`src/pkg/ssp_pkg.sv`:
```
// package for the dual synchronous serial port (spi side)
// assumes: axi4-lite register access, 50 MHz clock, two port instances
// Function
// RULE1 - slave-select synchronised slave only when slave mode field selects ss control
// RULE2 - slave select low enables shifting and drives serial data out
// RULE3 - slave select high floats serial data out at once, mid-byte too; code floats it after the 3-stage ss sync and the output register
// RULE4 - in ss-controlled slave mode, ss high holds the serial module reset
// RULE5 - software using edge select in slave mode must enable ss control
// RULE6 - serial module reset forces bit counter to zero (ss high or disable)
// RULE7 - data out configured as input never transmits; data in always input
// RULE8 - master mode in sleep freezes all clocks and transfer, resumes on run
// RULE9 - enabled interrupt wakes controller after master finishes; disabled, no wake
// RULE10 - slave shifts on external clock; after 8 bits sets irq flag, wakes
// RULE11 - device reset disables the port and aborts any transfer
// RULE12 - spi mode 00/01/10/11 map to polarity,edge 0,1 / 0,0 / 1,1 / 1,0
// RULE13 - two instances run independently at rates of their own mode fields
// RULE14 - both instances on shared timer base see timer changes equally
// RULE15 - full byte goes to transfer buffer, sets buffer-full and irq flags
// RULE16 - buffer write during shifting is ignored and sets write-collision flag
// RULE17 - slave shifts out and in on each external serial clock pulse
// RULE18 - deselect is synchronised before flags so partial bytes are discarded
package ssp_pkg;
   // byte addresses of the register words
   localparam logic [7:0] ADDR_P1_BUF   = 8'h00;
   localparam logic [7:0] ADDR_P1_CON1  = 8'h04;
   localparam logic [7:0] ADDR_P1_CON2  = 8'h08;
   localparam logic [7:0] ADDR_P1_STAT  = 8'h0C;
   localparam logic [7:0] ADDR_P2_BUF   = 8'h10;
   localparam logic [7:0] ADDR_P2_CON1  = 8'h14;
   localparam logic [7:0] ADDR_P2_CON2  = 8'h18;
   localparam logic [7:0] ADDR_P2_STAT  = 8'h1C;
   localparam logic [7:0] ADDR_OD_CFG   = 8'h20;
   localparam logic [7:0] ADDR_TMR_PER  = 8'h24;
   localparam logic [7:0] ADDR_IRQ_STAT = 8'h28;
   localparam logic [7:0] ADDR_IRQ_MASK = 8'h2C;
   localparam logic [7:0] ADDR_PWR      = 8'h30;
   // control one field positions
   localparam int CON1_WRITE_COLLISION_FLAG = 7;
   localparam int CON1_OV   = 6;
   localparam int CON1_EN   = 5;
   localparam int CON1_CKP  = 4;
   // status field positions
   localparam int STAT_SMP = 7;
   localparam int STAT_CKE = 6;
   localparam int STAT_BF  = 0;
   // mode field encodings
   localparam logic [3:0] MODE_M_DIV4  = 4'h0;
   localparam logic [3:0] MODE_M_DIV16 = 4'h1;
   localparam logic [3:0] MODE_M_DIV64 = 4'h2;
   localparam logic [3:0] MODE_M_TMR   = 4'h3;
   localparam logic [3:0] MODE_S_SS    = 4'h4;
   localparam logic [3:0] MODE_S_NOSS  = 4'h5;
   // master half-bit periods in system clocks (one instruction cycle = 4 clocks)
   localparam logic [5:0] HALF_DIV4  = 6'h02;
   localparam logic [5:0] HALF_DIV16 = 6'h08;
   localparam logic [5:0] HALF_DIV64 = 6'h20;
   localparam logic [7:0] TMR_PER_RST = 8'hFF;
   localparam logic [7:0] BITS_PER_BYTE = 8'h08;
   // axi response codes
   localparam logic [1:0] RESP_OKAY   = 2'h0;
   localparam logic [1:0] RESP_SLVERR = 2'h2;

   typedef struct packed {
      logic sck_i;
      logic sdi_i;
      logic ss_b_i;
   } ssp_pin_in_s;

   typedef struct packed {
      logic sck_o;
      logic sck_oe;
      logic sdo_o;
      logic sdo_oe;
   } ssp_pin_out_s;
endpackage

```
`src/rtl/ssp_dual_port.sv`:
```
// two spi ports with an axi4-lite register slave and shared rate timer
// assumes: pins arrive asynchronous; open-drain resolved outside from enables
`timescale 1ns/10ps
module ssp_dual_port #(
   parameter int N_PORTS = 2
) (
   input  wire logic                  clock,         // system clock, 50 MHz
   input  wire logic                  rst_b,         // synchronous reset, active low
   input  wire logic                  clk_en,        // freezes all state while low; rst_b and engine mod_rst still act
   input  wire logic [7:0]            s_awaddr,      // write address
   input  wire logic                  s_awvalid,     // write address valid
   output logic                       s_awready,     // write address ready
   input  wire logic [31:0]           s_wdata,       // write data
   input  wire logic [3:0]            s_wstrb,       // write strobes
   input  wire logic                  s_wvalid,      // write data valid
   output logic                       s_wready,      // write data ready
   output logic [1:0]                 s_bresp,       // write response
   output logic                       s_bvalid,      // write response valid
   input  wire logic                  s_bready,      // write response ready
   input  wire logic [7:0]            s_araddr,      // read address
   input  wire logic                  s_arvalid,     // read address valid
   output logic                       s_arready,     // read address ready
   output logic [31:0]                s_rdata,       // read data
   output logic [1:0]                 s_rresp,       // read response
   output logic                       s_rvalid,      // read data valid
   input  wire logic                  s_rready,      // read data ready
   input  wire ssp_pkg::ssp_pin_in_s  pin_in  [N_PORTS], // per-port pin inputs
   output ssp_pkg::ssp_pin_out_s      pin_out [N_PORTS], // per-port pin drives
   input  wire logic                  sleep_req,     // core is in sleep
   output logic                       wake,          // wake request to core
   output logic                       irq            // level interrupt
);
   import ssp_pkg::*;

   if (N_PORTS != 2) begin : g_chk
      $error("ssp_dual_port serves exactly two ports");
   end

   ////////////////////////////////////////////////////////////////////////////
   // register state
   logic [7:0] con1 [N_PORTS];
   logic [7:0] con2 [N_PORTS];
   logic [7:0] stat_cfg [N_PORTS];    // smp and cke
   logic [7:0] rx_buf [N_PORTS];
   logic       bf [N_PORTS];
   logic [7:0] od_cfg;
   logic [7:0] tmr_per;
   logic [7:0] irq_stat;
   logic [7:0] irq_mask;
   logic [1:0] sdo_in_mode;           // data-out pin configured as input

   // bus handshakes
   logic       aw_hold;
   logic       w_hold;
   logic [7:0] aw_addr;
   logic [31:0] w_data;
   logic [3:0] w_strb;
   logic       wr_fire;
   logic       rd_fire;
   logic [7:0] rd_addr_q;

   assign s_awready = !aw_hold && !s_bvalid;
   assign s_wready  = !w_hold && !s_bvalid;
   assign s_arready = !s_rvalid;
   assign wr_fire   = clk_en && (aw_hold || (s_awvalid && s_awready))
                      && (w_hold || (s_wvalid && s_wready));
   assign rd_fire   = clk_en && s_arvalid && s_arready;

   logic [7:0] wa;
   logic [31:0] wd;
   logic [3:0] ws;
   assign wa = aw_hold ? aw_addr : s_awaddr;
   assign wd = w_hold ? w_data : s_wdata;
   assign ws = w_hold ? w_strb : s_wstrb;

   logic wbyte;
   assign wbyte = wr_fire && ws[0];

   always_ff @(posedge clock) begin
      if (!rst_b) begin
         aw_hold <= 1'b0;
         w_hold  <= 1'b0;
         aw_addr <= 8'h00;
         w_data  <= 32'h0000_0000;
         w_strb  <= 4'h0;
         s_bvalid <= 1'b0;
         s_bresp  <= RESP_OKAY;
      end else if (clk_en) begin
         if (wr_fire) begin
            aw_hold  <= 1'b0;
            w_hold   <= 1'b0;
            s_bvalid <= 1'b1;
            s_bresp  <= (wa > ADDR_PWR || wa[1:0] != 2'h0) ? RESP_SLVERR : RESP_OKAY;
         end else begin
            if (s_awvalid && s_awready) begin
               aw_hold <= 1'b1;
               aw_addr <= s_awaddr;
            end
            if (s_wvalid && s_wready) begin
               w_hold <= 1'b1;
               w_data <= s_wdata;
               w_strb <= s_wstrb;
            end
            if (s_bvalid && s_bready) s_bvalid <= 1'b0;
         end
      end
   end

   ////////////////////////////////////////////////////////////////////////////
   // shared rate timer: one tick every tmr_per+1 clocks, toggles half-bit
   logic [7:0] tmr_cnt;
   logic       tmr_tick;
   assign tmr_tick = (tmr_cnt == tmr_per);
   always_ff @(posedge clock) begin
      if (!rst_b) tmr_cnt <= 8'h00;
      else if (clk_en && !sleep_req) tmr_cnt <= tmr_tick ? 8'h00 : tmr_cnt + 8'h01; // RULE14
   end

   ////////////////////////////////////////////////////////////////////////////
   // per-port engines
   logic [N_PORTS-1:0] byte_done;
   logic [N_PORTS-1:0] busy;
   logic [N_PORTS-1:0] buf_wr;
   logic [N_PORTS-1:0] buf_rd;
   logic [N_PORTS-1:0] write_collision_flag_set;
   logic [N_PORTS-1:0] ov_set;
   logic [7:0]         shreg_q [N_PORTS];

   genvar g;
   generate
      for (g = 0; g < N_PORTS; g++) begin : gp
         logic [2:0] sck_s, sdi_s, ss_s;
         logic       sck_d;
         logic [7:0] shreg;
         logic [3:0] bitcnt;
         logic [5:0] half_cnt;
         logic       sck_int;
         logic       en, master, ss_mode, slave, ss_hi, mod_rst, clock_idle_polarity, cke;
         logic       lead_edge, trail_edge, tick;
         logic [3:0] mode;
         logic       sdo_bit;

         always_ff @(posedge clock) begin
            if (!rst_b) begin
               sck_s <= 3'h0;
               sdi_s <= 3'h0;
               ss_s  <= 3'h7;
            end else if (clk_en) begin
               sck_s <= {sck_s[1:0], pin_in[g].sck_i};
               sdi_s <= {sdi_s[1:0], pin_in[g].sdi_i};
               ss_s  <= {ss_s[1:0], pin_in[g].ss_b_i};
            end
         end

         assign mode    = con1[g][3:0];
         assign en      = con1[g][CON1_EN];
         assign clock_idle_polarity     = con1[g][CON1_CKP];        // RULE12
         assign cke     = stat_cfg[g][STAT_CKE];    // RULE12
         assign master  = mode <= MODE_M_TMR;       // RULE13
         assign ss_mode = mode == MODE_S_SS;        // RULE1
         assign slave   = ss_mode || mode == MODE_S_NOSS;
         assign ss_hi   = ss_s[2];
         assign mod_rst = !en || (ss_mode && ss_hi); // RULE4 RULE18
         assign buf_wr[g] = wbyte && wa == (g == 0 ? ADDR_P1_BUF : ADDR_P2_BUF);
         assign buf_rd[g] = rd_fire && s_araddr == (g == 0 ? ADDR_P1_BUF : ADDR_P2_BUF);
         assign busy[g] = bitcnt != 4'h0 || (master && sck_int != clock_idle_polarity);

         // master bit clock
         always_comb begin
            tick = 1'b0;
            unique case (mode)
               MODE_M_DIV4:  tick = half_cnt == HALF_DIV4 - 6'h01;
               MODE_M_DIV16: tick = half_cnt == HALF_DIV16 - 6'h01;
               MODE_M_DIV64: tick = half_cnt == HALF_DIV64 - 6'h01;
               MODE_M_TMR:   tick = tmr_tick;    // RULE14
               default:      tick = 1'b0;
            endcase
         end

         // active sck edge in polarity-neutral form: lead = leaving idle
         logic sck_now;
         assign sck_now    = master ? sck_int : sck_s[2];
         assign lead_edge  = sck_now != sck_d && sck_now != clock_idle_polarity;
         assign trail_edge = sck_now != sck_d && sck_now == clock_idle_polarity;
         // cke=1: shift on trailing edge, sample on leading; cke=0 swapped
         logic shift_ev, sample_ev;
         assign sample_ev = cke ? lead_edge : trail_edge;   // RULE17
         assign shift_ev  = cke ? trail_edge : lead_edge;   // RULE17

         always_ff @(posedge clock) begin
            if (!rst_b || mod_rst) begin
               half_cnt <= 6'h00;
               sck_int  <= 1'b0;
               sck_d    <= 1'b0;
               bitcnt   <= 4'h0;                 // RULE6 RULE11
               if (!rst_b || buf_wr[g]) shreg <= rst_b ? wd[7:0] : 8'h00;
               if (!rst_b || buf_wr[g]) sdo_bit <= rst_b && wd[7];
               byte_done[g] <= 1'b0;
               if (rst_b) begin
                  sck_int <= clock_idle_polarity;
                  sck_d   <= master ? clock_idle_polarity : sck_s[2];
               end
            end else if (clk_en && !(master && sleep_req)) begin   // RULE8
               byte_done[g] <= 1'b0;
               sck_d <= sck_now;
               if (master && (bitcnt != 4'h0 || sck_int != clock_idle_polarity)) begin
                  half_cnt <= tick ? 6'h00 : half_cnt + 6'h01;
                  if (tick) sck_int <= !sck_int;
               end else begin
                  half_cnt <= 6'h00;
                  sck_int  <= clock_idle_polarity;
               end
               if (buf_wr[g] && !busy[g]) begin
                  shreg   <= wd[7:0];
                  sdo_bit <= wd[7];
                  if (master) bitcnt <= BITS_PER_BYTE[3:0];
               end else if (sample_ev && (master ? bitcnt != 4'h0 : 1'b1)) begin
                  shreg <= {shreg[6:0], sdi_s[2]};          // RULE10
                  if (master) begin
                     bitcnt <= bitcnt - 4'h1;
                     byte_done[g] <= bitcnt == 4'h1;
                  end else begin
                     bitcnt <= (bitcnt == 4'h7) ? 4'h0 : bitcnt + 4'h1;
                     byte_done[g] <= bitcnt == 4'h7;        // RULE10
                  end
               end else if (shift_ev) begin
                  sdo_bit <= shreg[7];
               end
            end
         end
         assign shreg_q[g] = shreg;

         assign write_collision_flag_set[g] = buf_wr[g] && busy[g];                 // RULE16
         assign ov_set[g]   = byte_done[g] && bf[g];

         always_ff @(posedge clock) begin
            if (!rst_b) begin
               pin_out[g] <= '0;
            end else if (clk_en) begin
               pin_out[g].sck_o  <= od_cfg[g] ? 1'b0 : sck_int;
               pin_out[g].sck_oe <= en && master && (od_cfg[g] ? !sck_int : 1'b1);
               pin_out[g].sdo_o  <= od_cfg[g] ? 1'b0 : sdo_bit;
               // RULE2 RULE3 RULE7
               pin_out[g].sdo_oe <= en && !sdo_in_mode[g] && !(ss_mode && ss_hi)
                                    && (master || slave)
                                    && (od_cfg[g] ? !sdo_bit : 1'b1);
            end
         end
      end
   endgenerate

   ////////////////////////////////////////////////////////////////////////////
   // register writes and hardware flags
   always_ff @(posedge clock) begin
      if (!rst_b) begin
         for (int i = 0; i < N_PORTS; i++) begin
            con1[i]     <= 8'h00;                    // RULE11
            con2[i]     <= 8'h00;
            stat_cfg[i] <= 8'h00;
            rx_buf[i]   <= 8'h00;
            bf[i]       <= 1'b0;
         end
         od_cfg      <= 8'h00;
         tmr_per     <= TMR_PER_RST;
         sdo_in_mode <= 2'h0;
      end else if (clk_en) begin
         for (int i = 0; i < N_PORTS; i++) begin
            if (wbyte && wa == (i == 0 ? ADDR_P1_CON1 : ADDR_P2_CON1)) con1[i] <= wd[7:0];
            if (wbyte && wa == (i == 0 ? ADDR_P1_CON2 : ADDR_P2_CON2)) con2[i] <= wd[7:0];
            if (wbyte && wa == (i == 0 ? ADDR_P1_STAT : ADDR_P2_STAT))
               stat_cfg[i] <= {wd[7:6], 6'h00};
            if (write_collision_flag_set[i]) con1[i][CON1_WRITE_COLLISION_FLAG] <= 1'b1;     // RULE16
            if (ov_set[i]) con1[i][CON1_OV] <= 1'b1;
            if (buf_rd[i]) bf[i] <= 1'b0;
            if (!con1[i][CON1_EN]) bf[i] <= 1'b0;
            if (byte_done[i]) begin
               rx_buf[i] <= shreg_q[i];                       // RULE15
               bf[i]     <= 1'b1;                             // RULE15
            end
         end
         if (wbyte && wa == ADDR_OD_CFG) od_cfg <= wd[7:0];
         if (wbyte && wa == ADDR_TMR_PER) tmr_per <= wd[7:0];
         if (wbyte && wa == ADDR_PWR) sdo_in_mode <= wd[1:0];
      end
   end

   ////////////////////////////////////////////////////////////////////////////
   // interrupts: bit0/1 byte done, bit2/3 write collision; read clears, set wins
   logic [7:0] irq_ev;
   assign irq_ev = {4'h0, write_collision_flag_set, byte_done};
   always_ff @(posedge clock) begin
      if (!rst_b) begin
         irq_stat <= 8'h00;
         irq_mask <= 8'h00;
      end else if (clk_en) begin
         irq_stat <= ((rd_fire && s_araddr == ADDR_IRQ_STAT) ? 8'h00 : irq_stat) | irq_ev;
         if (wbyte && wa == ADDR_IRQ_MASK) irq_mask <= wd[7:0];
      end
   end
   assign irq  = |(irq_stat & irq_mask);
   assign wake = irq;                                         // RULE9

   ////////////////////////////////////////////////////////////////////////////
   // read channel
   always_ff @(posedge clock) begin
      if (!rst_b) begin
         s_rvalid  <= 1'b0;
         s_rdata   <= 32'h0000_0000;
         s_rresp   <= RESP_OKAY;
         rd_addr_q <= 8'h00;
      end else if (clk_en) begin
         if (rd_fire) begin
            s_rvalid  <= 1'b1;
            rd_addr_q <= s_araddr;
            s_rresp   <= RESP_OKAY;
            unique case (s_araddr)
               ADDR_P1_BUF:   s_rdata <= {24'h0, rx_buf[0]};
               ADDR_P1_CON1:  s_rdata <= {24'h0, con1[0]};
               ADDR_P1_CON2:  s_rdata <= {24'h0, con2[0]};
               ADDR_P1_STAT:  s_rdata <= {24'h0, stat_cfg[0][7:6], 5'h00, bf[0]};
               ADDR_P2_BUF:   s_rdata <= {24'h0, rx_buf[1]};
               ADDR_P2_CON1:  s_rdata <= {24'h0, con1[1]};
               ADDR_P2_CON2:  s_rdata <= {24'h0, con2[1]};
               ADDR_P2_STAT:  s_rdata <= {24'h0, stat_cfg[1][7:6], 5'h00, bf[1]};
               ADDR_OD_CFG:   s_rdata <= {24'h0, od_cfg};
               ADDR_TMR_PER:  s_rdata <= {24'h0, tmr_per};
               ADDR_IRQ_STAT: s_rdata <= {24'h0, irq_stat};
               ADDR_IRQ_MASK: s_rdata <= {24'h0, irq_mask};
               ADDR_PWR:      s_rdata <= {30'h0, sdo_in_mode};
               default: begin
                  s_rdata <= 32'h0000_0000;
                  s_rresp <= RESP_SLVERR;
               end
            endcase
         end else if (s_rvalid && s_rready) begin
            s_rvalid <= 1'b0;
         end
      end
   end
endmodule

```
`config.mk`:
```
export PLATFORM = sky130hd
export DESIGN_NAME = ssp_dual_port
export DESIGN_NICKNAME = d
export VERILOG_FILES = /design/src/pkg/ssp_pkg.sv /design/src/rtl/ssp_dual_port.sv
export SDC_FILE = /design/constraint.sdc
export NUM_CORES = 1
export LEC_CHECK = 0
export ABC_AREA = 0
export BUFFER_PORTS_ARGS = -buffer_cell sky130_fd_sc_hd__clkbuf_2
export CAP_MARGIN = 25
export CORE_MARGIN = 5
export CORE_UTILIZATION = 50
export DETAILED_ROUTE_END_ITERATION = 10
export GPL_TIMING_DRIVEN = 0
export HOLD_SLACK_MARGIN = 0.05
export PLACE_DENSITY = 0.73
export SETUP_SLACK_MARGIN = 0.4
export SLEW_MARGIN = 20
export SYNTH_ARGS = -nofsm -noshare
export SYNTH_HDL_FRONTEND = slang
export SYNTH_SLANG_ARGS = --single-unit
```
`constraint.sdc`:
```
create_clock -name clock -period 2.3 [get_ports clock]
set_input_delay 0.345 -clock clock [delete_from_list [all_inputs] [get_ports clock]]
set_output_delay 0.345 -clock clock [all_outputs]
set_load 0.03 [all_outputs]
```
==> impl_metrics.tcl, run 1 <==
set metrics [dict create \
    run_status "finished, violations left" \
    violations "negative setup slack" \
    routed_length_per_instance_um 23.4 \
    fin_ws_ps -57.9 \
    hp_class "input port to flip-flop" \
    hold_end "gp[0].ss_s[0]$_SDFFE_PN1P_" \
    finalSetupViolations 27 \
    grt_setup_unrepaired "true" \
    wire_length_of_the_first_global_routing_pass_um 49000 \
    placeableCoreArea_um2 19500 \
    met3_length_um 3830 \
    die_y_um 150 \
    antenna_found_initial 0 \
    synth.top_cell.area_share_pct 24.2 \
    num-nets-final 1290 \
    finalCritPeriodShare_pct 103 \
    synth_sequential_area_ratio_pct 46.7 \
    synthCells 1007 \
    fin_hold_ws_ps 118 \
    ys_top_cells_by_area "dfxtp_1 24%, edfxtp_1 23%, mux2i_1 6.1%" \
    areaGrowthSynthToFinish_pct 35.5 \
    clk_sink_count 193 \
    route.antenna.remaining_nets 0 \
    tritoncts "done" \
    final_period_minus_worst_setup_slack_ps 2360 \
    met2RoutedLength_um 16200 \
    worst_pin_slew_ps 891 \
    timing.critical_path.required_ps 2470 \
    whs_path_depth 3 \
    worstPathMaxFanout 8 \
    synth_compound_area_share_pct 17.6 \
    maxSlewHeadroom_pct 39.4 \
    worst_r2r_endpoint "gp[1].shreg[2]$_DFFE_PP_" \
    cellLeakagePower_nw 5.21 \
    util_after_layout_pct 68.6 \
    share_of_synthesized_cell_area_in_and_or_nand_and_nor_gates_pct 19.1 \
    cts.reportedPaths.clkPinSlew_ps 80 \
    grt_start_max_net_pins 21 \
    synth.largest_area_cell "dfxtp_1" \
    syn-mean-instance-area_um2 9.79 \
    synth.lib_cells_used.distinct 92 \
    die-width_um 150 \
    hold_viol 0 \
    later_pin_clock_latency_in_the_skew_report_ps 450 \
    cp_capture_type "flip-flop" \
    layout-drive-gt1-share_pct 36.6 \
    clockBufferDepth 2 \
    dr.pass1.iters 8 \
    maximum_vdd_drop_uv 553 \
    cp.arrival_ps 2530 \
    via_per_inst 6.22 \
    criticalPathCategory "flip-flop to flip-flop" \
    grt_pass1_vias 8612 \
    count_of_port_buffers_added_during_placement 60 \
    mappedNetlistArea_um2 9860 \
    drv_slew 0 \
    wl_um 34900 \
    holdCritStartpoint "pin_in[3]" \
    floorplan.initialDensity_pct 50.7 \
    clk_root_buffer_cell "clkbuf_16" \
    postSynthRegisterBits 193 \
    max-cap-violations 0 \
    rows 51 \
    fin_setup_tns_ps -622 \
    gpl.final_weighted_congestion 0.933 \
    asyncSetResetFlopFracSynth_pct 0 \
    p_total_w 0.00800 \
    r2r-start "aw_hold$_SDFFE_PN0P_" \
    grt.total_usage_pct 28.5 \
    synthMostInstantiatedCell "nor2_1" \
    portion_of_netlist_area_occupied_by_mux_cells_pct 7.69 \
    ys.flop_type "dfxtp_1" \
    yosys_warnings 0 \
    timing.reg2reg.setup_slack_ps -60 \
    power.density_cell_area_nw_per_um2 599 \
    detailedPlacementHpwl_um 22100 \
    initialDrtViolationCount 1092 \
    cp-start-kind "flip-flop" \
    antenna_cells 0 \
    top_layer "met4" \
    final.setup_skew_ps 12.8 \
    boundaryPins 118 \
    die-area_um2 22600 \
    fmaxAchievable_mhz 424 \
    globalRouteOverflowTotal 0 \
    drc 0 \
    cts-buffers-inserted 17 \
    route.vias.total 9284 \
    worst-r2r-cell-count 9 \
    met1Wirelength_um 12900 \
    ctsHtreeMaxLevel 4 \
    synth_edf_count 74 \
    synthAdderAreaFrac_pct 1.14 \
    synthXorXnorAreaFrac_pct 2.22 \
    synth_top_family_by_area "simple AND/OR/NAND/NOR gates" \
    post_synth_most_frequent_cells "123 x nor2_1, 119 x dfxtp_1, 83 x nand2_1" \
]
cell families after synthesis:
family / after synthesis
compound gates: 244
flops: 193
buf+inv: 103
other cells: 1
fa+ha+maj: 9
mux: 71
xor+xnor: 25
simple gates: 361
cells in the final DEF, fill, tap and decap left out, drive strengths merged, types with 9 or more instances in the layout:
master	n
a21oi	37
clkbuf	113
xor2	14
a211oi	24
dfxtp	119
o21ai	56
nor3b	11
a22oi	17
nand4	10
xnor2	11
o311ai	9
nand2	83
nor3	14
buf	155
nor2b	26
ha	9
nand3	19
inv	22
mux2i	61
a31oi	13
conb	26
edfxtp	74
nor2	133
o2bb2ai	9
nor4	13
how the worst max path moves through the flow:
stage	start	endpoint	slack, ps	cells after the start
3_3_place_gp	con1[1][2]$_DFFE_PP_	gp[1].sdo_bit$_DFFE_PP_	-530	8
4_1_cts	aw_hold$_SDFFE_PN0P_	con1[1][5]$_DFFE_PP_	80	9
5_1_grt	aw_hold$_SDFFE_PN0P_	gp[0].shreg[7]$_DFFE_PP_	-90	8
3_5_place_dp	con1[1][2]$_DFFE_PP_	gp[1].sdo_bit$_DFFE_PP_	-530	8
2_1_floorplan	aw_hold$_SDFFE_PN0P_	gp[1].shreg[0]$_DFFE_PP_	280	9
6_report	aw_hold$_SDFFE_PN0P_	gp[1].shreg[2]$_DFFE_PP_	-60	9
power by group:
group	total, W	internal, W	switching (W)	leakage [nW]
sequential	0.00373	0.00365	0.0000848	1.73
clock	0.00306	0.00155	0.00151	0.290
combinational	0.00120	0.000467	0.000737	3.18
cell type report:
| type | count | area, um2 |
|---|---|---|
| clock buffer | 18 | 429 |
| fill | 1349 | 6100 |
| clock inverter | 14 | 169 |
| inverter | 16 | 60.1 |
| tap | 265 | 332 |
| multi-input combinational | 736 | 5770 |
| timing repair buffer | 163 | 1340 |
| sequential | 193 | 4620 |
| buffer | 87 | 636 |
sequential cells by signal (all words and copies together), names as in the netlist, 6 cells and up:
signal,flops
con2,16
tmr_cnt,8
gp.bitcnt,8
gp.sck_s,6
rx_buf,16
tmr_per,8
gp.shreg,16
gp.sdi_s,6
con1,16
gp.half_cnt,12
irq_mask,8
aw_addr,8
pin_out,8
gp.ss_s,6
s_rdata,8
w_data,8
od_cfg,8
layer usage:
layer | global-route usage [%] | vias up
met3 | 7.41 | 169
met1 | 36.2 | 4386
li1 | - | 4090
met2 | 45.8 | 639
met5 | 0 | -
met4 | 13.0 | 0
worst max-delay path, cell delays in order (launching register included):
cell and delay, ps:
dfxtp_4 380, buf_12 100, nor3b_4 340, o221a_2 430
nand2_8 100, nor2_4 150, nor2_4 90, buf_8 140
a21oi_4 160, buf_12 150
per-stage QoR:
stage | area [um2] | std cells | setup WS (ps)
5_1_grt | 13400 | 1492 | -92.3
3_5_place_dp | 10800 | 1358 | -532
3_3_place_gp | 10800 | 1357 | -533
4_1_cts | 12400 | 1442 | 79.7
6_report | 13400 | 1492 | -57.9
2_1_floorplan | 10100 | 1032 | 279
repair_timing:
| action | 4_1_cts | 5_1_grt |
|---|---|---|
| buffers inserted | 51 | 48 |
| setup endpoints to repair | 212 | 219 |
| gates resized for setup | 130 | 143 |
| pin swaps | 48 | 46 |
| gates cloned | 1 | 2 |
| hold buffers | 0 | 0 |
Power figures use the tool's default switching activity.
==> run 2: changes to the inputs <==
--- a/config.mk
+++ b/config.mk
@@ -13,7 +13,7 @@
 export DETAILED_ROUTE_END_ITERATION = 10
 export GPL_TIMING_DRIVEN = 0
 export HOLD_SLACK_MARGIN = 0.05
-export PLACE_DENSITY = 0.73
+export PLACE_DENSITY = 0.7
 export SETUP_SLACK_MARGIN = 0.4
 export SLEW_MARGIN = 20
 export SYNTH_ARGS = -nofsm -noshare
==> constraint.sdc (replaced) <==
create_clock -name clock -period 2.4 [get_ports clock]
set_input_delay 0.36 -clock clock [delete_from_list [all_inputs] [get_ports clock]]
set_output_delay 0.36 -clock clock [all_outputs]
set_load 0.03 [all_outputs]
==> run 2 against run 1 <==
The run now ends clean. Routed wire length up 3.5%. Combinational power barely moved. Setup slack improved by 74 ps. Global-route usage is essentially flat. Critical path type unchanged. Largest power group unchanged.
==> impl_metrics.tcl, run 2 (synthesis results as in run 1) <==
set metrics [dict create \
    grt.total_usage_pct 28.5 \
    antenna_cells 0 \
    hp_class "input port to flip-flop" \
    internal_power_w 0.00538 \
    cp.arrival_ps 2570 \
    place_worst_setup_slack_ps -646 \
    switching_share_pct 30.4 \
    route.antenna.remaining_nets 0 \
    hold_viol 0 \
    detailedPlacementHpwl_um 21800 \
    finalSetupViolations 0 \
    drv_slew 0 \
    drc 0 \
    layout.cells.most_common_list "107 x dfxtp_1, 98 x nor2_1, 89 x buf_4, 74 x edfxtp_1, 67 x clkbuf_2" \
    routed_length_per_instance_um 24.2 \
    crit_path_top_delay_cell "edfxtp_1" \
    mostFrequentLayoutCell "dfxtp_1" \
    power.share.clock_pct 38.1 \
    met1Wirelength_um 13200 \
    antenna_found_initial 0 \
    cts.reportedPaths.clkPinSlew_ps 80 \
    criticalPathCategory "flip-flop to flip-flop" \
    power_frac_seq_pct 46.4 \
    clockBufferDepth 2 \
    placeableCoreArea_um2 19500 \
    grt_start_max_net_pins 22 \
    power.density_cell_area_nw_per_um2 569 \
    die_y_um 150 \
    boundaryPins 118 \
    die-width_um 150 \
    cts_hold_fix_bufs 0 \
    grt_pass1_vias 8461 \
    finalCritPeriodShare_pct 99.3 \
    dr.pass1.iters 9 \
    via_per_inst 6.36 \
    clk_sink_count 193 \
    num-nets-final 1291 \
    cts-buffers-inserted 17 \
    ctsHtreeMaxLevel 4 \
    run_status "finished clean" \
    worstPathCellList "buf_6 -> nor3b_4 -> o211a_1 -> o22ai_4 -> nor2_2 -> nor2_4 -> o21bai_4 -> buf_12" \
    count_of_port_buffers_added_during_placement 60 \
    timing.critical_path.required_ps 2580 \
    wire_length_of_the_first_global_routing_pass_um 48800 \
    fin_setup_tns_ps 0 \
    max-cap-violations 0 \
    die-area_um2 22600 \
    route.vias.total 9495 \
    cp-start-kind "flip-flop" \
    gpl.final_weighted_congestion 0.962 \
    grt_setup_unrepaired "true" \
    areaGrowthSynthToFinish_pct 37.6 \
    cellLeakagePower_nw 5.24 \
    final.setup_skew_ps 16.6 \
    top_layer "met4" \
    worst_pin_slew_ps 967 \
    tritoncts "done" \
    fin_hold_ws_ps 125 \
    initialDrtViolationCount 1301 \
    final_period_minus_worst_setup_slack_ps 2380 \
    share_comb_of_total_power_pct 15.6 \
    cp_capture_type "flip-flop" \
    met3_length_um 4270 \
    clk_root_buffer_cell "clkbuf_16" \
    later_pin_clock_latency_in_the_skew_report_ps 460 \
    rows 51 \
    worstPathMaxFanout 8 \
    maxSlewHeadroom_pct 35.6 \
    fin_ws_ps 16.0 \
    fmaxAchievable_mhz 419 \
    globalRouteOverflowTotal 0 \
    layout-drive-gt1-share_pct 38.7 \
    maximum_vdd_drop_uv 589 \
    met2RoutedLength_um 16300 \
    max_stage_delay_ps 550 \
    power.switching_w 0.00235 \
    floorplan.initialDensity_pct 50.7 \
    wl_um 36200 \
]
run 2: what timing repair did:
action                     4_1_cts  5_1_grt
pin swaps                       50       81
hold endpoints to repair         0        0
gates resized for setup        173      178
setup endpoints to repair      180      209
cloned                           3        1
setup buffers                   56       42
run 2: routing by layer:
metal | vias up | track usage [%]
met3 | 201 | 7.74
met5 | - | 0
li1 | 4084 | -
met4 | 0 | 11.8
met2 | 715 | 44.6
met1 | 4495 | 37.5
run 2: layout make-up:
type / instances / area, um2
sequential: 193 / 4630
fill: 1313 / 5890
buffer: 87 / 632
inverter: 16 / 65.1
clock inverter: 14 / 164
clock buffer: 18 / 429
timing repair buffer: 164 / 1370
tap: 265 / 332
multi-input combinational: 736 / 5950
run 2: critical path: cells and delay by family (launching register included):
kind            cells  cell delay (ps)
simple gates        3              600
buf+inv             2              360
flops               1              550
compound gates      3              600
run 2: path summary, 6_finish.rpt:
check        depth (start not counted)  slack, ps                    start                    endpoint
max                                  8         20     con1[0][2]$_DFFE_PP_    gp[0].shreg[4]$_DFFE_PP_
min                                  3        130                pin_in[0]  gp[1].ss_s[0]$_SDFFE_PN1P_
max reg2reg                          8         20     con1[0][2]$_DFFE_PP_    gp[0].shreg[4]$_DFFE_PP_
min reg2reg                          2        460  s_rdata[1]$_SDFFE_PN0P_     s_rdata[1]$_SDFFE_PN0P_
run 2: through the flow:
step	utilization (%)	total power (W)	cells	instance area (um2)
2_1_floorplan	-	0.00418	1032	10100
3_3_place_gp	55.0	0.00444	1357	10700
3_5_place_dp	55.2	0.00445	1359	10700
4_1_cts	65.0	0.00749	1450	12600
5_1_grt	69.7	0.00792	1493	13600
6_report	69.7	0.00772	1493	13600
run 2: power groups by stage:
stage / registers [W] / clock network, W / logic (W)
after global placement: 0.00364 / 0 / 0.000792
after detailed placement: 0.00365 / 0 / 0.000809
after global routing: 0.00359 / 0.00309 / 0.00124
after floorplan: 0.00364 / 0 / 0.000543
after CTS: 0.00357 / 0.00291 / 0.00101
final: 0.00358 / 0.00294 / 0.00120
